--- src/sgpe_pkg.sv ---
// shared constants for the standby general-purpose port: register offsets,
// field positions, reset values, read-path codes and debounce timing.
// assumes a 100 MHz ref_clk and an 8-bit register port with a bank select.
package sgpe_pkg;

  // port geometry
  localparam int PIN_COUNT = 8; // pins in the port
  localparam int BIDIR_COUNT = 6; // pins 0-5 can drive
  localparam int SETUP_W = 7; // stored setup bits per pin (6:0)
  localparam int PIN_NUM_W = 3; // pin number field width

  // register offsets and bank of the pin setup pair
  localparam logic [4:0] OFF_OUTPUT_VALUE = 5'h08; // runtime data out
  localparam logic [4:0] OFF_INPUT_LEVEL = 5'h09; // runtime data in
  localparam logic [4:0] OFF_PIN_INDEX = 5'h13; // pin select index
  localparam logic [4:0] OFF_PIN_SETUP = 5'h14; // setup of indexed pin
  localparam logic [1:0] BANK_PIN_SETUP = 2'h3; // bank holding index/setup

  // reset values and writable masks
  localparam logic [7:0] OUTPUT_VALUE_RST = 8'h3F; // data out after reset
  localparam logic [7:0] PIN_INDEX_RST = 8'h00; // index after reset
  localparam logic [7:0] PIN_INDEX_MASK = 8'h17; // port select and pin number
  localparam logic [6:0] PIN_SETUP_RST = 7'h44; // debounce and pull-up on
  localparam logic [3:0] PAD_FIELD_MASK = 4'hF; // bits 0-3 of a setup

  // setup field positions
  localparam int B_OUT_EN = 0; // drive enable
  localparam int B_PUSH_PULL = 1; // 1 push-pull, 0 open-drain
  localparam int B_PULL_UP = 2; // weak pull-up enable
  localparam int B_LOCK = 3; // set-only lock
  localparam int B_EV_LEVEL = 4; // 1 level, 0 edge
  localparam int B_EV_POL = 5; // 1 rising/high, 0 falling/low
  localparam int B_DEBOUNCE = 6; // debounce enable
  localparam int B_PORT_SEL = 4; // port select in the index

  // debounce time and its cycle count at the clock rate
  localparam int DEBOUNCE_TIME_MS = 15; // settle time in msec
  localparam int CLK_FREQ_KHZ = 100000; // ref_clk rate
  localparam int DEBOUNCE_CYCLES = DEBOUNCE_TIME_MS * CLK_FREQ_KHZ;

  // which register a pending read returns
  typedef enum logic [2:0] {
    RD_NONE = 3'b000,
    RD_OUTPUT = 3'b001,
    RD_INPUT = 3'b010,
    RD_INDEX = 3'b011,
    RD_SETUP = 3'b100
  } sgpe_read_t;

  // offset compare, with the bank checked only for banked offsets
  function automatic logic regHit(input logic [4:0] addr, input logic [1:0] bank,
                                  input logic [4:0] off, input logic banked);
    regHit = (addr == off) && (!banked || (bank == BANK_PIN_SETUP));
  endfunction

endpackage

--- src/sgpe_setup_store.sv ---
// per-pin setup storage: one word per pin, all words visible in parallel,
// one registered read port addressed by the current pin index.
// assumes the writer has already applied locking and field masking.
`timescale 1ns/1ns
module sgpe_setup_store
  import sgpe_pkg::*;
#(
  parameter int DEPTH = PIN_COUNT,
  parameter int WIDTH = SETUP_W,
  parameter int AW = PIN_NUM_W,
  parameter logic [SETUP_W-1:0] RESET_VALUE = PIN_SETUP_RST
)(
  input wire logic ref_clk, // system clock
  input wire logic sys_rst, // power-up reset, async high
  input wire logic wrEn, // store wrData at wrIndex
  input wire logic [AW-1:0] wrIndex, // word written
  input wire logic [WIDTH-1:0] wrData, // value written
  input wire logic [AW-1:0] rdIndex, // word read
  output logic [WIDTH-1:0] rdData, // registered read word
  output logic [DEPTH*WIDTH-1:0] setupAll // every word, flattened
);

  // refuse shapes the index cannot address
  if (DEPTH != (1 << AW) || WIDTH != SETUP_W) begin : g_bad_shape
    $error("setup store shape not supported");
  end

  logic [WIDTH-1:0] mem [DEPTH]; // stored words
  logic [WIDTH-1:0] next_mem [DEPTH]; // next stored words
  logic [WIDTH-1:0] next_rdData; // next read word

  // next contents and read word
  always_comb
  begin
    next_mem = mem;
    if (wrEn)
    begin
      next_mem[wrIndex] = wrData;
    end
    next_rdData = mem[rdIndex];
  end

  // register storage; only power-up reset loads RESET_VALUE into it
  always_ff @(posedge ref_clk or posedge sys_rst)
  begin
    if (sys_rst)
    begin
      for (int i = 0; i < DEPTH; i++)
      begin
        mem[i] <= RESET_VALUE;
      end
      rdData <= '0;
    end
    else
    begin
      mem <= next_mem;
      rdData <= next_rdData;
    end
  end

  // flatten for the pin logic
  always_comb
  begin
    for (int i = 0; i < DEPTH; i++)
    begin
      setupAll[i*WIDTH +: WIDTH] = mem[i];
    end
  end

endmodule // sgpe_setup_store

--- src/sgpe_debounce.sv ---
// one-pin debouncer: a new level passes only after it has held unchanged
// for CYCLES clocks; when disabled the level passes unfiltered on the next clock.
// assumes sampleIn is already synchronised to ref_clk.
`timescale 1ns/1ns
module sgpe_debounce #(
  parameter int CYCLES = 1500000,
  parameter logic RESET_LEVEL = 1'b1
)(
  input wire logic ref_clk, // system clock
  input wire logic sys_rst, // async reset, high
  input wire logic enable, // debounce on
  input wire logic sampleIn, // synchronised pin level
  output logic stableOut // level handed to the detector
);

  if (CYCLES < 1) begin : g_bad_count
    $error("debounce count must be at least one");
  end

  localparam int CW = $clog2(CYCLES + 1); // counter width

  logic [CW-1:0] count; // clocks the new level has held
  logic [CW-1:0] next_count; // next hold count
  logic next_stableOut; // next passed level

  // settle counter; any bounce restarts it
  always_comb
  begin
    next_count = count;
    next_stableOut = stableOut;
    if (!enable)
    begin
      next_stableOut = sampleIn;
      next_count = '0;
    end
    else if (sampleIn == stableOut)
    begin
      next_count = '0;
    end
    else if (count == CW'(CYCLES - 1))
    begin
      next_stableOut = sampleIn;
      next_count = '0;
    end
    else
    begin
      next_count = count + 1'b1;
    end
  end

  // register the counter and level
  always_ff @(posedge ref_clk or posedge sys_rst)
  begin
    if (sys_rst)
    begin
      count <= '0;
      stableOut <= RESET_LEVEL;
    end
    else
    begin
      count <= next_count;
      stableOut <= next_stableOut;
    end
  end

endmodule // sgpe_debounce

--- src/sgpe_gpio_port.sv ---
// standby general-purpose port: runtime data out/in registers, indexed
// per-pin setup, pad drive control and per-pin event detection.
// assumes register strobes and deviceActive come from ref_clk logic;
// pinLevel comes from pads and is synchronised here.
`timescale 1ns/1ns
module sgpe_gpio_port
  import sgpe_pkg::*;
#(
  parameter int DEBOUNCE_COUNT = DEBOUNCE_CYCLES
)(
  input wire logic ref_clk, // system clock, 100 MHz
  input wire logic sys_rst, // power-up reset, async high
  input wire logic swReset, // software reset pulse
  input wire logic deviceActive, // wake-up unit enabled
  input wire logic [1:0] regBank, // bank of banked offsets
  input wire logic [4:0] regAddr, // register offset
  input wire logic regWr, // write strobe
  input wire logic regRd, // read strobe
  input wire logic [7:0] regWdata, // write data
  output logic [7:0] regRdata, // read data
  output logic regRdValid, // read data valid pulse
  input wire logic [PIN_COUNT-1:0] pinLevel, // pad input levels
  output logic [BIDIR_COUNT-1:0] padOut, // pad output level
  output logic [BIDIR_COUNT-1:0] padOe, // pad drive enable
  output logic [BIDIR_COUNT-1:0] padPullUp, // weak pull-up enable
  output logic [PIN_COUNT-1:0] pinEvent // event status to wake-up logic
);

  if (PIN_COUNT != 8 || BIDIR_COUNT > PIN_COUNT || DEBOUNCE_COUNT < 1)
  begin : g_bad_params
    $error("port shape or debounce count not supported");
  end

  // register decode
  logic hitOutput; // data out offset
  logic hitInput; // data in offset
  logic hitIndex; // index offset in setup bank
  logic hitSetup; // setup offset in setup bank

  assign hitOutput = regHit(regAddr, regBank, OFF_OUTPUT_VALUE, 1'b0);
  assign hitInput = regHit(regAddr, regBank, OFF_INPUT_LEVEL, 1'b0);
  assign hitIndex = regHit(regAddr, regBank, OFF_PIN_INDEX, 1'b1);
  assign hitSetup = regHit(regAddr, regBank, OFF_PIN_SETUP, 1'b1);

  // ---------- pin index ----------
  logic [7:0] pinIndex; // port select and pin number
  logic [7:0] next_pinIndex; // next index
  logic [PIN_NUM_W-1:0] selPin; // indexed pin
  logic setupReachable; // port 0 selected

  assign selPin = pinIndex[PIN_NUM_W-1:0];
  assign setupReachable = !pinIndex[B_PORT_SEL]; // port 1 is reserved

  // index update; only defined bits store
  always_comb
  begin
    next_pinIndex = pinIndex;
    if (swReset)
    begin
      next_pinIndex = PIN_INDEX_RST;
    end
    else if (regWr && hitIndex)
    begin
      next_pinIndex = regWdata & PIN_INDEX_MASK;
    end
  end

  always_ff @(posedge ref_clk or posedge sys_rst)
  begin
    if (sys_rst)
    begin
      pinIndex <= PIN_INDEX_RST;
    end
    else
    begin
      pinIndex <= next_pinIndex;
    end
  end

  // ---------- pin setup ----------
  logic [PIN_COUNT*SETUP_W-1:0] setupAll; // all pin setups
  logic [SETUP_W-1:0] setupRd; // indexed setup, registered
  logic [SETUP_W-1:0] setupOld; // indexed setup now
  logic [SETUP_W-1:0] setupNew; // value to store
  logic setupWr; // store strobe
  logic [PIN_COUNT-1:0] lockVec; // lock bit of each pin

  assign setupOld = setupAll[selPin*SETUP_W +: SETUP_W];
  assign setupWr = regWr && hitSetup && setupReachable;

  // merge a write with lock and pin-type limits
  always_comb
  begin
    setupNew = regWdata[SETUP_W-1:0]; // bit 7 dropped
    if (setupOld[B_LOCK])
    begin
      setupNew[3:0] = setupOld[3:0]; // locked fields hold
    end
    setupNew[B_LOCK] = setupNew[B_LOCK] | setupOld[B_LOCK];
    if (32'(selPin) >= BIDIR_COUNT)
    begin
      setupNew[3:0] = 4'h0; // input-only pins keep no pad fields
    end
  end

  sgpe_setup_store #(
    .DEPTH(PIN_COUNT),
    .WIDTH(SETUP_W),
    .AW(PIN_NUM_W),
    .RESET_VALUE(PIN_SETUP_RST)
  ) u_setup (
    .ref_clk(ref_clk),
    .sys_rst(sys_rst),
    .wrEn(setupWr),
    .wrIndex(selPin),
    .wrData(setupNew),
    .rdIndex(selPin),
    .rdData(setupRd),
    .setupAll(setupAll)
  );

  // collect lock bits for the data-out path
  always_comb
  begin
    for (int i = 0; i < PIN_COUNT; i++)
    begin
      lockVec[i] = setupAll[i*SETUP_W + B_LOCK];
    end
  end

  // ---------- data out ----------
  logic [BIDIR_COUNT-1:0] outValue; // stored data out
  logic [BIDIR_COUNT-1:0] next_outValue; // next data out
  logic [BIDIR_COUNT-1:0] freeBits; // unlocked bits

  assign freeBits = ~lockVec[BIDIR_COUNT-1:0];

  // writes and soft reset touch only unlocked bits
  always_comb
  begin
    next_outValue = outValue;
    if (swReset)
    begin
      next_outValue = (OUTPUT_VALUE_RST[BIDIR_COUNT-1:0] & freeBits)
                    | (outValue & ~freeBits);
    end
    else if (regWr && hitOutput && deviceActive) // blocked when inactive
    begin
      next_outValue = (regWdata[BIDIR_COUNT-1:0] & freeBits)
                    | (outValue & ~freeBits);
    end
  end

  always_ff @(posedge ref_clk or posedge sys_rst)
  begin
    if (sys_rst)
    begin
      outValue <= OUTPUT_VALUE_RST[BIDIR_COUNT-1:0];
    end
    else
    begin
      outValue <= next_outValue;
    end
  end

  // ---------- pad drive ----------
  logic [BIDIR_COUNT-1:0] next_padOut; // next pad level
  logic [BIDIR_COUNT-1:0] next_padOe; // next drive enable
  logic [BIDIR_COUNT-1:0] next_padPullUp; // next pull-up

  // open-drain drives only the low level
  always_comb
  begin
    for (int i = 0; i < BIDIR_COUNT; i++)
    begin
      next_padOut[i] = outValue[i];
      next_padOe[i] = setupAll[i*SETUP_W + B_OUT_EN]
                    & (setupAll[i*SETUP_W + B_PUSH_PULL] | ~outValue[i]);
      next_padPullUp[i] = setupAll[i*SETUP_W + B_PULL_UP];
    end
  end

  always_ff @(posedge ref_clk or posedge sys_rst)
  begin
    if (sys_rst)
    begin
      padOut <= '0;
      padOe <= '0;
      padPullUp <= '0;
    end
    else
    begin
      padOut <= next_padOut;
      padOe <= next_padOe;
      padPullUp <= next_padPullUp;
    end
  end

  // ---------- input sync ----------
  logic [PIN_COUNT-1:0] pinMeta; // first stage, read only by pinSync
  logic [PIN_COUNT-1:0] pinSync; // synchronised levels

  always_ff @(posedge ref_clk or posedge sys_rst)
  begin
    if (sys_rst)
    begin
      pinMeta <= '1;
      pinSync <= '1;
    end
    else
    begin
      pinMeta <= pinLevel;
      pinSync <= pinMeta;
    end
  end

  // ---------- debounce and detection ----------
  logic [PIN_COUNT-1:0] pinStable; // level after debounce
  logic [PIN_COUNT-1:0] pinPrev; // previous detector level
  logic [PIN_COUNT-1:0] next_pinEvent; // next event status

  for (genvar g = 0; g < PIN_COUNT; g++)
  begin : g_pin
    sgpe_debounce #(
      .CYCLES(DEBOUNCE_COUNT),
      .RESET_LEVEL(1'b1)
    ) u_debounce (
      .ref_clk(ref_clk),
      .sys_rst(sys_rst),
      .enable(setupAll[g*SETUP_W + B_DEBOUNCE]),
      .sampleIn(pinSync[g]),
      .stableOut(pinStable[g]) // delays both set and clear
    );
  end

  // edge gives a one-cycle pulse, level follows the pin
  always_comb
  begin
    for (int i = 0; i < PIN_COUNT; i++)
    begin
      if (setupAll[i*SETUP_W + B_EV_LEVEL])
      begin
        next_pinEvent[i] = pinStable[i] == setupAll[i*SETUP_W + B_EV_POL];
      end
      else if (setupAll[i*SETUP_W + B_EV_POL])
      begin
        next_pinEvent[i] = pinStable[i] & ~pinPrev[i]; // rising
      end
      else
      begin
        next_pinEvent[i] = ~pinStable[i] & pinPrev[i]; // falling
      end
    end
  end

  always_ff @(posedge ref_clk or posedge sys_rst)
  begin
    if (sys_rst)
    begin
      pinPrev <= '1;
      pinEvent <= '0;
    end
    else
    begin
      pinPrev <= pinStable;
      pinEvent <= next_pinEvent;
    end
  end

  // ---------- read path ----------
  sgpe_read_t rdSlot; // register a pending read returns
  sgpe_read_t next_rdSlot; // next pending read
  logic [7:0] next_regRdata; // next read data
  logic next_regRdValid; // next valid pulse
  logic rdPend; // a read strobe came last cycle

  // select on the strobe, answer two cycles later
  always_comb
  begin
    next_rdSlot = RD_NONE;
    if (regRd)
    begin
      if (hitOutput && deviceActive)
      begin
        next_rdSlot = RD_OUTPUT;
      end
      else if (hitInput && deviceActive)
      begin
        next_rdSlot = RD_INPUT;
      end
      else if (hitIndex)
      begin
        next_rdSlot = RD_INDEX;
      end
      else if (hitSetup && setupReachable)
      begin
        next_rdSlot = RD_SETUP;
      end
    end
    next_regRdValid = 1'b0;
    next_regRdata = regRdata;
    if (regRdValid)
    begin
      next_regRdata = '0;
    end
    if (rdPend)
    begin
      next_regRdValid = 1'b1;
      case (rdSlot)
        RD_OUTPUT: next_regRdata = 8'(outValue);
        RD_INPUT: next_regRdata = pinSync;
        RD_INDEX: next_regRdata = pinIndex;
        RD_SETUP: next_regRdata = {1'b0, setupRd};
        default: next_regRdata = '0; // unmapped or blocked
      endcase
    end
  end

  always_ff @(posedge ref_clk or posedge sys_rst)
  begin
    if (sys_rst)
    begin
      rdSlot <= RD_NONE;
      rdPend <= 1'b0;
      regRdata <= '0;
      regRdValid <= 1'b0;
    end
    else
    begin
      rdSlot <= next_rdSlot;
      rdPend <= regRd;
      regRdata <= next_regRdata;
      regRdValid <= next_regRdValid;
    end
  end

endmodule // sgpe_gpio_port

--- config.mk ---
export PLATFORM = sky130hd
export DESIGN_NAME = sgpe_gpio_port
export DESIGN_NICKNAME = d
export VERILOG_FILES = /design/src/sgpe_pkg.sv /design/src/sgpe_setup_store.sv /design/src/sgpe_debounce.sv /design/src/sgpe_gpio_port.sv
export SDC_FILE = /design/constraint.sdc
export NUM_CORES = 1
export LEC_CHECK = 0
export BUFFER_PORTS_ARGS = -buffer_cell sky130_fd_sc_hd__clkbuf_2
export CAP_MARGIN = 10
export CORE_AREA = 10 10 207 209
export CTS_CLUSTER_DIAMETER = 80
export DETAILED_ROUTE_END_ITERATION = 8
export DIE_AREA = 0 0 217 219
export HOLD_SLACK_MARGIN = 0.1
export PLACE_DENSITY = 0.63
export SLEW_MARGIN = 20
export SYNTH_ARGS = -nofsm -noshare
export SYNTH_HDL_FRONTEND = slang
export SYNTH_SLANG_ARGS = --single-unit
--- constraint.sdc ---
create_clock -name ref_clk -period 13.35 [get_ports ref_clk]
set_input_delay 1.335 -clock ref_clk [delete_from_list [all_inputs] [get_ports ref_clk]]
set_output_delay 1.335 -clock ref_clk [all_outputs]
set_load 0.1 [all_outputs]
* Word-level counts from Yosys, hierarchy flattened
Index checks and enable logic that the tools add are counted.
Operators by class: add/subtract/negate cells 8, multipliers 1, order comparisons 3, equal/unequal tests 49, shift operators 1, muxes and demuxes 85, bitwise gates (word level) 58, reductions and logical operators 23
Operator list (number):
- $mux 21 | 24
- $add 21x1->21 const B | 8
- $eq 21x21->1 const B | 8
- $bwmux 56 | 1
- $shiftx 56x7->4 | 1
- $mux 1 | 41
- $mux 8 | 4
- $pmux 8 s4 | 1
- $and 1x1->1 | 22
- $not 1->1 | 22
- $bmux 7 s3 | 1
- $demux 7 s3 | 1
- $mux 7 | 3
- $eq 1x1->1 | 16
- $ne 2x1->1 const B | 8
- $ne 2x2->1 const B | 8
- $reduce_and 2->1 | 8
- $mux 3 | 5
- $and 6x6->6 | 2
- $mux 6 | 2
- $not 6->6 | 2
- $or 6x6->6 | 2
- $logic_and 1x1->1 | 11
- $eq 5x4->1 const B | 2
- other kinds (14) | 25
Word-level totals: bits in registers 316, bits of input ports 29, output and inout port bits 35, logic and storage cells 266

* Longest topological paths before layout
Gate-level depths: netlist of the first run.
depth in word-level cells 8, depth in mapped cells 7, depth with buffers taken out 5

* Hierarchy
Synthesis of the first run repeated with hierarchy kept, for this count alone.
Second synthesis, totals: cells, all modules 1347, area total of the unflattened synthesis 15035.7 µm²
By module, submodules not included:
- sgpe_debounce | times used 8, cells each 118, area an instance 1146.1 µm², seq. area each 551.8 µm²
- sgpe_gpio_port | times used 1, cells each 242, area an instance 3024.2 µm², seq. area each 1864.3 µm²
- sgpe_setup_store | times used 1, cells each 161, area an instance 2842.7 µm², seq. area each 1596.5 µm²

* Worst setup path before layout of the first run
No wires, ideal clock.
path kind input to register, start in regAddr[1], end reg u_setup.mem, in the netlist u_setup.setupAll[47], setup time 0.125 ns, data arrival time 2.848 ns, data required time 13.225 ns, slack 10.377 ns, stages 4, path buffers 0, cells stage by stage nor4b_2 -> nand2_1 -> nor3_1 -> mux2_2
On the way: longest elaborated chain between the ends 4
RTL lines:
- from (decl) | line sgpe_gpio_port.sv:16 | input wire logic [4:0] regAddr,
- $eq 5x5->1 | line sgpe_pkg.sv:53 | regHit = (addr == off) && (!banked || (bank == BANK_PIN_SETUP));
- $logic_and 1x1->1 | line sgpe_pkg.sv:53
- $logic_and 1x1->1 (2 in series) | line sgpe_gpio_port.sv:89 | assign setupWr = regWr && hitSetup && setupReachable;
- to (signal assigned) | line sgpe_setup_store.sv:56 | mem <= next_mem;
- to (decl) | line sgpe_setup_store.sv:28 | logic [WIDTH-1:0] mem [DEPTH];
No other way between the ends. A chain may end at the register's enable or synchronous reset.

* Final worst setup path of the first run
start in regAddr[1], end reg u_setup.mem, in the netlist u_setup.setupAll[53]
Same word-level chain as after synthesis.

==> metrics.log, run 1 <==
INFO  metric core.rowCount = about 70
INFO  metric cts-htree-levels = 2
INFO  metric fin_util = between 40% and 50%
INFO  metric synth_edf_count = 0
INFO  metric io_pins = between 60 and 70
INFO  metric clock_root_buffer = clkbuf_16
INFO  metric chipWidth = 217 µm
INFO  metric remaining_drc_errors = 0
INFO  metric cts_tree = done
INFO  metric cts-resized-gates = 0
INFO  metric setup-tns-final = 0 ns
INFO  metric number_of_antenna_violations_at_the_first_check_in_global_routing = 2
INFO  metric netlist-cell-type-count = 71
INFO  metric clock_latency = 0.54 ns
INFO  metric slew_viol_final = 0
INFO  metric detail_route.vias_per_cell = 5.34
INFO  metric netlist_instances = 1,363
INFO  metric f_max = 311 MHz
INFO  metric drt_first_pass_iters = 5
INFO  metric grt_pass1_vias = between 10,000 and 15,000
INFO  metric synth.cells.most_frequent = dfrtp_1 (258), nor2_1 (152), nand2_1 (81), nand3_1 (73), a21oi_1 (65)
INFO  metric complex_gate_fraction_of_the_synthesized_area = about 9.9%
INFO  metric drive_gt1_share = between 15 and 20%
INFO  metric post-synth-top-count-cell = dfrtp_1
INFO  metric wirelength = between 30,000 and 40,000 µm
INFO  metric clock-skew-final = approximately 0.030 ns
INFO  metric synth-main-ff-cell = dfrtp_1
INFO  metric final.period_utilization = between 20% and 30%
INFO  metric critPathCaptureType = register
INFO  metric ir_worst_vdd = around 0.074 mV
INFO  metric drt.antenna.violating_nets = 0
INFO  metric synthMuxAreaShare = roughly 5.2%
INFO  metric design.die.area = roughly 48,000 µm²
INFO  metric ctsHoldBuffers = 0
INFO  metric status = finished, final reports clean
INFO  metric placeable_core_region = 38,600 µm²
INFO  metric grt_overflow = 0
INFO  metric min_period = approximately 3.2 ns
INFO  metric initial_core_util = a little under two fifths
INFO  metric ys_ff_latch = ~310
INFO  metric syn-num-nets = 1,400
INFO  metric numCtsBuffers = 35
INFO  metric synth.yosys.seq_area_share = between 50% and 60%
INFO  metric report.final.hold_viol_count = 0
INFO  metric grt_start_max_net_pins = 103
INFO  metric synthXorXnorAreaFrac = 6.02%
INFO  metric hpwl = roughly 22,000 µm
INFO  metric synth_simple_gate_area_share = a little over a fifth
INFO  metric drt_iter0_drc = about 800
INFO  metric start_kind = primary input
INFO  metric pwr_density_cell = 122 nW/µm²
INFO  metric cp_max_fo = 9
INFO  metric worst_slew_pin_slew = 1.03 ns
INFO  metric cellLeakagePower = approximately 6.4 nW
INFO  metric chipHeight = 219 µm
INFO  metric synth.area.top_cells = dfrtp_1 (44%), dfstp_2 (9.8%), nor2_1 (3.9%)
INFO  metric numClockSinks = 312
INFO  metric cell_type_contributing_the_most_total_cell_area_after_synthesis = dfrtp_1
INFO  metric largest_family_of_logic_cells_by_synthesized_area = simple AND/OR/NAND/NOR gates
INFO  metric max_slew_margin = 31.0%
INFO  metric synth_async_sr_flop_share = 100%
INFO  metric gp_weighted_congestion = ~0.83
INFO  metric holdCritPathClass = reg2reg
INFO  metric avgSynthCellArea = around 11 µm²
INFO  metric clock_path_buffers = 3
INFO  metric synth-adder-area-share = less than 1%
INFO  metric yosysWarningCount = 0
INFO  metric yosys.area.top_type_share = 44.4%
INFO  metric antenna_diode_count = 0
INFO  metric detailroute.via_count = around 11,000
INFO  metric buffers_on_ports = 62
INFO  metric worst_ep_arrival_time = around 3.6 ns
INFO  metric max_cap_viol_count = 0
INFO  metric grt_setup_unrepaired = false
INFO  metric worst_setup_hold_path_clk_slew = roughly 0.060 ns
INFO  metric area_growth = 13.8%
INFO  metric grt_first_pass_wirelength = 54,400 µm
INFO  metric gr_usage_total = 13.7%
INFO  metric worstPathRequired = roughly 14 ns
INFO  metric layout.nets = around 1,500
INFO  metric detail_route.wl_per_cell = 16.6 µm
INFO  metric syn_area = ~15,000 µm²
INFO  metric cts_post_setup_buffers_inserted = 0
INFO  metric setup_viol_count_final = 0
INFO  metric worstSetupPathType = in2reg
critical path, cell delays in order:
cell      delay (ns)
clkbuf_2        0.11
nor4b_2         0.75
nand2_1         0.17
nor3_1          0.86
mux2_2          0.42
worst paths after layout:
path	from	endpoint	slack (ns)	depth (start not counted)
worst max-delay path	regAddr[1]	u_setup.setupAll[53]	10.13	5
worst min-delay path	pinMeta[1]	pinSync[1]	0.35	0
worst max register to register	pinIndex[0]	u_setup.setupAll[35]	10.46	5
worst min register to register	pinMeta[1]	pinSync[1]	0.35	0
max in group asynchronous	sys_rst	padOe[5]	10.31	4
min in group asynchronous	sys_rst	g_pin[1].u_debounce.count[15]	0.93	2
cell families after synthesis:
group | Yosys count
compound gates | 219
xor+xnor | 100
fa+ha+maj | 8
buf+inv | 88
flops | 312
mux | 65
simple gates | 571
per-layer routing:
| layer | vias to the layer above | GRT usage (%) | wire [µm] |
|---|---|---|---|
| met1 | 5243 | 18.3 | 15100 |
| met5 | - | 0 | 30 |
| met4 | 4 | 4.64 | 849 |
| li1 | 5063 | - | - |
| met3 | 68 | 2.46 | 1160 |
| met2 | 154 | 22.0 | 15600 |
power by group:
part | internal [mW] | switching [mW] | leakage [nW]
clock network | 0.578 | 0.396 | 0.565
logic | 0.0151 | 0.0533 | 1.76
registers | 0.962 | 0.00983 | 4.12
registers in the layout, indices dropped and copies added, names as in the netlist, 3 cells and up:
register	flops
g_pin.u_debounce.count	168
u_setup.setupAll	56
g_pin.u_debounce.stableOut	8
pinEvent	8
pinMeta	8
pinPrev	8
pinSync	8
regRdata	8
u_setup.rdData	7
next_padOut	6
padOe	6
padOut	6
padPullUp	6
pinIndex	4
rdSlot	3
through the flow:
step / total power, mW / worst slack, ns / instance area [µm²] / hold WS [ns] / instances
final: 2.01 / 10.13 / 16500 / 0.354 / 1972
after floorplan: 1.03 / 3.47 / 14500 / 0.345 / 1363
after global routing: 2.08 / 9.85 / 16500 / 0.357 / 1972
after CTS: 2.04 / 10.15 / 16500 / 0.354 / 1972
after detailed placement: 1.06 / 9.58 / 15400 / 0.347 / 1909
after global placement: 1.06 / 9.60 / 15400 / 0.346 / 1909
area by class of cell:
class | instances | area (µm²)
tap | 518 | 648
multi-input combinational | 963 | 6290
clock inverter | 11 | 133
sequential | 312 | 7880
inverter | 44 | 173
timing repair buffer | 72 | 385
clock buffer | 52 | 1030
fill | 3696 | 22000
cell usage in the layout, fill, tap and decap left out, types with 41 or more instances in the layout:
cell type  netlist  routed
dfrtp_1        258     258
nor2_1         152     152
nand2_1         81      81
nand3_1         73      73
a21oi_1         65      65
clkbuf_2         0      62
o21ai_0         60      60
dfstp_2         54      54
xor2_1          52      52
nand4_1         51      51
xnor2_1         48      48
mux2_2          46      46
inv_1           44      43
o31ai_1         42      41
(Power assumes the default switching activity.)
==> inputs of run 2 (changes only) <==
--- a/config.mk
+++ b/config.mk
@@ -5,12 +5,13 @@
 export SDC_FILE = /design/constraint.sdc
 export NUM_CORES = 1
 export LEC_CHECK = 0
+export ABC_AREA = 1
 export BUFFER_PORTS_ARGS = -buffer_cell sky130_fd_sc_hd__clkbuf_2
 export CAP_MARGIN = 10
-export CORE_AREA = 10 10 207 209
+export CORE_AREA = 10 10 214 216
 export CTS_CLUSTER_DIAMETER = 80
 export DETAILED_ROUTE_END_ITERATION = 8
-export DIE_AREA = 0 0 217 219
+export DIE_AREA = 0 0 224 226
 export HOLD_SLACK_MARGIN = 0.1
 export PLACE_DENSITY = 0.63
 export SLEW_MARGIN = 20
==> constraint.sdc (replaced) <==
create_clock -name ref_clk -period 3 [get_ports ref_clk]
set_input_delay 0.3 -clock ref_clk [delete_from_list [all_inputs] [get_ports ref_clk]]
set_output_delay 0.3 -clock ref_clk [all_outputs]
set_load 0.1 [all_outputs]
==> metrics.log, run 2 <==
INFO  metric worstPathRequired = 3.41 ns (-10.36 ns)
INFO  metric wirelength = 35,800 µm (+9.5%)
INFO  metric worst_slew_pin_slew = 0.893 ns (-0.134 ns)
INFO  metric rrSetupSlack = 0.91 ns (-9.55 ns)
INFO  metric cell_type_contributing_the_most_total_cell_area_after_synthesis = dfrtp_1
INFO  metric report.power.total = 9.99 mW (+400%)
INFO  metric layout.cells.most_common = nand2_1
INFO  metric critPathCaptureType = register
INFO  metric gr_usage_total = 14.4% (+0.69 points)
INFO  metric max_cap_viol_count = 0 (unchanged)
INFO  metric largest_register = g_pin.u_debounce.count
INFO  metric power.internal = 7.59 mW (+390%)
INFO  metric post-route-worst-setup-slack = 0.913 ns (-9.22 ns)
INFO  metric clock-skew-final = 0.0156 ns (-0.0144 ns)
INFO  metric synth.cells.most_frequent = nand2_1 (532), nor2_1 (305), dfrtp_1 (258), inv_1 (247), nand3_1 (127)
INFO  metric antenna_diode_count = 0 (unchanged)
INFO  metric fin_util = 43.1% (+0.24 points)
INFO  metric grt_start_max_net_pins = 141 (+37%)
INFO  metric remaining_drc_errors = 0 (unchanged)
INFO  metric cellLeakagePower = 8.05 nW (+25%)
INFO  metric placed_cells_incl_taps = 2,546 (+33%)
INFO  metric synth_async_sr_flop_share = 100% (unchanged)
INFO  metric pwr_density_cell = 557 nW/µm² (+360%)
INFO  metric final.period_utilization = a little over two thirds
INFO  metric power_frac_seq = 45.2% (-3.1 points)
INFO  metric netlist_instances = 1,964 (+44%)
INFO  metric drt_iter0_drc = 847 (+4.1%)
INFO  metric detail_route.wl_per_cell = 13.7 µm (-18%)
INFO  metric commonest_cells_after_routing_fill_and_taps_aside = nand2_1 (532), nor2_1 (305), dfrtp_1 (258)
INFO  metric worst_ep_arrival_time = 2.49 ns (-1.15 ns)
INFO  metric ir_worst_vdd = 0.421 mV (+470%)
INFO  metric cts-resized-gates = 0 (unchanged)
INFO  metric worst_setup_hold_path_clk_slew = 0.06 ns (about the same)
INFO  metric grt_overflow = 0 (unchanged)
INFO  metric f_max = ~480 MHz
INFO  metric postPlaceCellArea = 16,500 µm² (+7.1%)
INFO  metric drt_first_pass_iters = 5 (unchanged)
INFO  metric max_slew_margin = 40.0% (+9.0 points)
INFO  metric setup_viol_count_final = 0 (unchanged)
INFO  metric placeable_core_region = 41,600 µm² (+7.8%)
INFO  metric core.rowCount = 75 (+4.2%)
INFO  metric post-synth-top-count-cell = nand2_1
INFO  metric dpl_worst_slack = 0.930 ns (-8.65 ns)
INFO  metric synth.area.top_cells = dfrtp_1 (41%), nand2_1 (13%), dfstp_2 (9.1%)
INFO  metric grt_pass1_vias = 12,500 (+21%)
INFO  metric holdCritPathClass = in2reg
INFO  metric layout.nets = 2,096 (+43%)
INFO  metric report.final.hold_viol_count = 0 (unchanged)
INFO  metric power.share.switching = 24.0% (+1.2 points)
INFO  metric cts_tree = done
INFO  metric numCtsBuffers = 35 (unchanged)
INFO  metric detailroute.via_count = 12,600 (+20%)
INFO  metric synth_edf_count = 0 (unchanged)
INFO  metric yosys.area.top_type_share = 41.4% (-3.0 points)
INFO  metric hold-worst-slack = 0.129 ns (-0.224 ns)
INFO  metric ys_ff_latch = 312 (unchanged)
INFO  metric start_kind = register
INFO  metric buffers_on_ports = 62 (unchanged)
INFO  metric pwr-share-comb = 7.0% (+3.6 points)
INFO  metric clock_latency = 0.52 ns (-0.02 ns)
INFO  metric number_of_antenna_violations_at_the_first_check_in_global_routing = 0 (-2)
INFO  metric largest_register_ffs = 168 (unchanged)
INFO  metric worstSetupPathType = reg2reg
INFO  metric drt.antenna.violating_nets = 0 (unchanged)
INFO  metric gp_weighted_congestion = 0.888 (+7.5%)
INFO  metric detail_route.vias_per_cell = 4.81 (-9.9%)
INFO  metric design.die.area = 50,600 µm² (+6.5%)
INFO  metric clock_path_buffers = 3 (unchanged)
INFO  metric initial_core_util = 37.5% (-0.24 points)
INFO  metric status = finished, final reports clean
INFO  metric synth-main-ff-cell = dfrtp_1
INFO  metric finalInstanceArea = 17,900 µm² (+8.4%)
INFO  metric final_standard_cell_count_with_taps_included_and_fillers_excluded = 2,624 (+33%)
INFO  metric yosysWarningCount = 0 (unchanged)
INFO  metric cts-htree-levels = 2 (unchanged)
INFO  metric syn_area = 15,600 µm² (+7.1%)
INFO  metric setup-tns-final = 0 ns (unchanged)
INFO  metric slew_viol_final = 0 (unchanged)
INFO  metric chipHeight = 226 µm (+3.2%)
INFO  metric hpwl = 25,800 µm (+17%)
INFO  metric grt_setup_unrepaired = false
INFO  metric synth.yosys.seq_area_share = 50.6% (-3.6 points)
INFO  metric syn-num-nets = 2,001 (+43%)
INFO  metric avgSynthCellArea = 7.93 µm² (-26%)
INFO  metric drive_gt1_share = 12.4% (-5.4 points)
INFO  metric io_pins = 64 (unchanged)
INFO  metric chipWidth = 224 µm (+3.2%)
INFO  metric numClockSinks = 312 (unchanged)
INFO  metric cp_max_fo = 17 (+8)
INFO  metric clock_root_buffer = clkbuf_16
INFO  metric clock_power_share = 47.9% (-0.4 points)
INFO  metric netlist-cell-type-count = 49 (-31%)
INFO  metric area_growth = 15.1%
INFO  metric grt_first_pass_wirelength = 61,200 µm (+13%)
INFO  metric min_period = about 2.1 ns
INFO  metric total_switching_power = 2.40 mW (+420%)
==> run 2: cell count changes in the layout (fill, tap and decap cells not counted), sizes merged, moves of 17 or more <==
cell | before | now
nand2 | 81 | 546
inv | 46 | 255
nor2 | 152 | 332
nor3 | 15 | 83
nand3 | 73 | 138
a21oi | 66 | 16
mux2 | 46 | 0
o31ai | 42 | 2
or3 | 40 | 0
xnor2 | 48 | 10
or4 | 32 | 0
and4 | 17 | 0
==> run 2: worst paths after layout <==
kind                                              start                       endpoint  depth (start not counted)
setup / recovery           g_pin[3].u_debounce.count[0]   g_pin[3].u_debounce.count[2]                         10
hold / removal                                  swReset                 next_padOut[2]                          3
setup reg to reg           g_pin[3].u_debounce.count[0]   g_pin[3].u_debounce.count[2]                         10
hold reg to reg                              pinMeta[1]                     pinSync[1]                          0
max in group asynchronous                       sys_rst  g_pin[4].u_debounce.count[18]                          4
min in group asynchronous                       sys_rst  g_pin[0].u_debounce.count[15]                          4
==> run 2: power groups by stage <==
stage	logic (mW)	clock network [mW]	registers [mW]
after CTS	0.714	4.91	4.51
after global placement	0.691	0	4.58
after global routing	0.778	5.09	4.53
after detailed placement	0.695	0	4.59
after floorplan	0.327	0	4.74
final	0.699	4.78	4.51
==> run 2: cells by family (layout without fill, tap and decap cells) <==
kind of cell	count (synthesis)	count (layout)	share of synthesized area (%)
AOI/OAI and AO/OA	125	125	4.70
xor gates and xnor gates	61	61	3.48
adders and majority gates	8	8	0.643
buffers and inverters	282	403	7.28
DFF	312	312	50.6
and+or+nand+nor	1176	1176	33.3
==> run 2: area by class of cell <==
type,count,area [µm²]
Clock inverter,13,254
Timing Repair Buffer,84,538
Tap cell,539,674
Multi-Input combinational cell,1370,6570
Sequential cell,312,7880
Fill cell,4099,23600
Clock buffer,50,1050
Inverter,256,965
==> run 2: layer usage <==
| layer | wire length, µm | GRT usage [%] | vias up |
|---|---|---|---|
| li1 | - | - | 6398 |
| met1 | 16900 | 19.1 | 5929 |
| met2 | 16400 | 23.7 | 244 |
| met3 | 1630 | 2.33 | 56 |
| met4 | 854 | 4.41 | 0 |
| met5 | 0 | 0 | - |
==> run 2: repair_timing <==
item	CTS	global route
hold buffers	15	0
hold endpoints to repair	164	0
setup buffers	0	0
==> run 2: worst max-delay path, cell delays in order, from the launching register on <==
cell	delay, ns
dfrtp_1	0.45
ha_1	0.24
nand2_1	0.10
nor2_2	0.19
inv_2	0.07
nor2_1	0.13
nand3_1	0.17
nand3_2	0.35
inv_1	0.14
nand2_1	0.08
nor2_1	0.04
==> inputs of run 3 (changes only) <==
--- a/config.mk
+++ b/config.mk
@@ -13,7 +13,7 @@
 export DETAILED_ROUTE_END_ITERATION = 8
 export DIE_AREA = 0 0 224 226
 export HOLD_SLACK_MARGIN = 0.1
-export PLACE_DENSITY = 0.63
+export PLACE_DENSITY = 0.65
 export SLEW_MARGIN = 20
 export SYNTH_ARGS = -nofsm -noshare
 export SYNTH_HDL_FRONTEND = slang
==> constraint.sdc (replaced) <==
create_clock -name ref_clk -period 1.8 [get_ports ref_clk]
set_input_delay 0.18 -clock ref_clk [delete_from_list [all_inputs] [get_ports ref_clk]]
set_output_delay 0.18 -clock ref_clk [all_outputs]
set_load 0.1 [all_outputs]
==> metrics.log, run 3 (synthesized netlist as in run 2, its figures left out) <==
INFO  metric cp_max_fo = 7 (-10)
INFO  metric chipHeight = 226 µm (unchanged)
INFO  metric clock_latency = 0.52 ns (about the same)
INFO  metric antenna_diode_count = 0 (unchanged)
INFO  metric gp_weighted_congestion = 0.895 (+0.84%)
INFO  metric layout.cells.most_common = nand2_1
INFO  metric io_pins = 64 (unchanged)
INFO  metric max_slew_margin = 62.7% (+23 points)
INFO  metric grt_pass1_vias = 12,500 (unchanged)
INFO  metric worst_ep_arrival_time = 2.10 ns (-0.39 ns)
INFO  metric worstSetupPathType = reg2reg
INFO  metric cts_tree = done
INFO  metric grt_setup_unrepaired = true
INFO  metric nFillCells = 4,059 (-0.98%)
INFO  metric total_switching_power = 4.04 mW (+68%)
INFO  metric clock_root_buffer = clkbuf_16
INFO  metric number_of_antenna_violations_at_the_first_check_in_global_routing = 0 (unchanged)
INFO  metric grt_start_max_net_pins = 85 (-40%)
INFO  metric hold_depth = 3 (unchanged)
INFO  metric buffers_on_ports = 62 (unchanged)
INFO  metric layout.nets = 2,146 (+2.4%)
INFO  metric worst_slew_pin_slew = 0.555 ns (-0.338 ns)
INFO  metric power.internal = 11.8 mW (+55%)
INFO  metric cts-htree-levels = 2 (unchanged)
INFO  metric remaining_drc_errors = 0 (unchanged)
INFO  metric ir_worst_vdd = 0.530 mV (+26%)
INFO  metric cellLeakagePower = 8.22 nW (+2.1%)
INFO  metric worst_setup_hold_path_clk_slew = 0.06 ns (about the same)
INFO  metric critPathCaptureType = register
INFO  metric gr_usage_total = 14.7% (+0.30 points)
INFO  metric slew_viol_final = 0 (unchanged)
INFO  metric setup_viol_count_final = 0 (unchanged)
INFO  metric hpwl = 27,000 µm (+4.6%)
INFO  metric initial_core_util = 37.5% (unchanged)
INFO  metric commonest_cells_after_routing_fill_and_taps_aside = nand2_1 (529), nor2_1 (304), dfrtp_1 (258)
INFO  metric power.share.switching = 25.6% (+1.6 points)
INFO  metric holdCritPathClass = in2reg
INFO  metric detail_route.wl_per_cell = 13.8 µm (+1.4%)
INFO  metric area_growth = 17.2%
INFO  metric detailroute.via_count = 12,900 (+2.2%)
INFO  metric clock_path_buffers = 3 (unchanged)
INFO  metric drt_iter0_drc = 957 (+13%)
INFO  metric chipWidth = 224 µm (unchanged)
INFO  metric grt_first_pass_wirelength = 62,200 µm (+1.6%)
INFO  metric clock-skew-final = 0.0157 ns (+0.000158 ns)
INFO  metric start_kind = register
INFO  metric wirelength = 37,000 µm (+3.3%)
INFO  metric numClockSinks = 312 (unchanged)
INFO  metric report.final.hold_viol_count = 0 (unchanged)
INFO  metric core.rowCount = 75 (unchanged)
INFO  metric design.die.area = 50,600 µm² (unchanged)
INFO  metric status = finished, final reports clean
INFO  metric largest_register_ffs = 168 (unchanged)
INFO  metric dpl_worst_slack = 0.0642 ns (-0.866 ns)
INFO  metric worstPathRequired = 2.22 ns (-1.19 ns)
INFO  metric post-route-worst-setup-slack = 0.119 ns (-0.795 ns)
INFO  metric pwr_density_cell = 865 nW/µm² (+55%)
INFO  metric power_frac_seq = 47.5% (+2.3 points)
INFO  metric max_cap_viol_count = 0 (unchanged)
INFO  metric placeable_core_region = 41,600 µm² (unchanged)
INFO  metric numCtsBuffers = 36 (+2.9%)
INFO  metric pwr-share-comb = 8.4% (+1.4 points)
INFO  metric clock_power_share = 44.1% (-3.8 points)
INFO  metric detail_route.vias_per_cell = 4.83 (+0.32%)
INFO  metric f_max = 595 MHz (+24%)
INFO  metric worst-r2r-cell-count = 9 (-1)
INFO  metric grt_overflow = 0 (unchanged)
INFO  metric final.period_utilization = 93.4% (+24 points)
INFO  metric drt.antenna.violating_nets = 0 (unchanged)
INFO  metric largest_register = g_pin.u_debounce.count
INFO  metric min_period = 1.68 ns (-0.405 ns)
INFO  metric drt_first_pass_iters = 6 (+1)
INFO  metric drive_gt1_share = 14.3% (+1.9 points)
INFO  metric fin_util = 43.9% (+0.79 points)
## run 3: cell types whose count changed in the layout (fill, tap and decap cells not counted), sizes merged
cell | previous run | this run
dlygate4sd3 | 15 | 26
clkbuf | 112 | 111
inv | 255 | 254
clkinv | 2 | 11
bufinv | 7 | 1
buf | 7 | 45
## run 3: per-layer routing
layer / vias up / GRT usage (%) / part of all wire [%] / wire [µm]
li1: 6505 / - / - / -
met1: 6084 / 19.8 / 47 / 17500
met2: 268 / 23.8 / 46 / 17000
met3: 52 / 2.46 / 4.9 / 1810
met4: 0 / 4.30 / 2.0 / 744
met5: - / 0 / 0 / 0
## run 3: path summary, 6_finish.rpt
path	start	endpoint	slack, ns
setup / recovery	g_pin[6].u_debounce.count[0]	g_pin[6].u_debounce.count[11]	0.12
hold / removal	regAddr[1]	rdSlot[2]	0.13
setup reg to reg	g_pin[6].u_debounce.count[0]	g_pin[6].u_debounce.count[11]	0.12
hold reg to reg	pinMeta[7]	pinSync[7]	0.36
max in group asynchronous	sys_rst	pinMeta[1]	0.83
min in group asynchronous	sys_rst	g_pin[2].u_debounce.count[6]	0.19
## run 3: stage by stage
step | instance area [µm²] | power, mW | instances | setup TNS [ns] | hold WS [ns]
after global placement | 16800 | 8.87 | 2582 | 0 | 0.175
after detailed placement | 16800 | 8.91 | 2582 | 0 | 0.179
after CTS | 18200 | 16.0 | 2672 | 0 | 0.105
after global routing | 18300 | 16.5 | 2674 | -0.00309 | 0.165
after floorplan | 15600 | 8.45 | 1964 | -717.37 | 0.184
final | 18300 | 15.8 | 2674 | 0 | 0.133
## run 3: final cells by class
type                    instances  area, µm²  area share (%)
well taps                     539        674            3.69
flip-flops and latches        312       7880            43.1
clock inverters                15        111           0.610
inverters                     256        971            5.32
clock buffers                  49       1010            5.54
repair buffers                133        975            5.34
multi-input cells            1370       6640            36.4
## run 3: power by group through the flow
stage,sequential (mW),clock [mW],combinational [mW]
3_3_place_gp,7.62,0,1.25
5_1_grt,7.53,7.48,1.46
2_1_floorplan,7.90,0,0.546
3_5_place_dp,7.63,0,1.28
4_1_cts,7.51,7.20,1.32
6_report,7.51,6.96,1.33
## run 3: critical path, cell delays in order (launching register included)
cell	delay (ns)
dfrtp_1	0.40
ha_1	0.23
nand2_1	0.09
inv_1	0.06
nand2_1	0.10
nor2_1	0.06
nand3_1	0.12
nand3_2	0.15
buf_4	0.21
nor3b_1	0.19
## run 3: repair_timing
action | in CTS | in global routing
hold buffers | 26 | 0
setup endpoints to repair | 0 | 59
gates resized for setup | 0 | 21
hold endpoints to repair | 290 | 0
setup buffers | 0 | 2
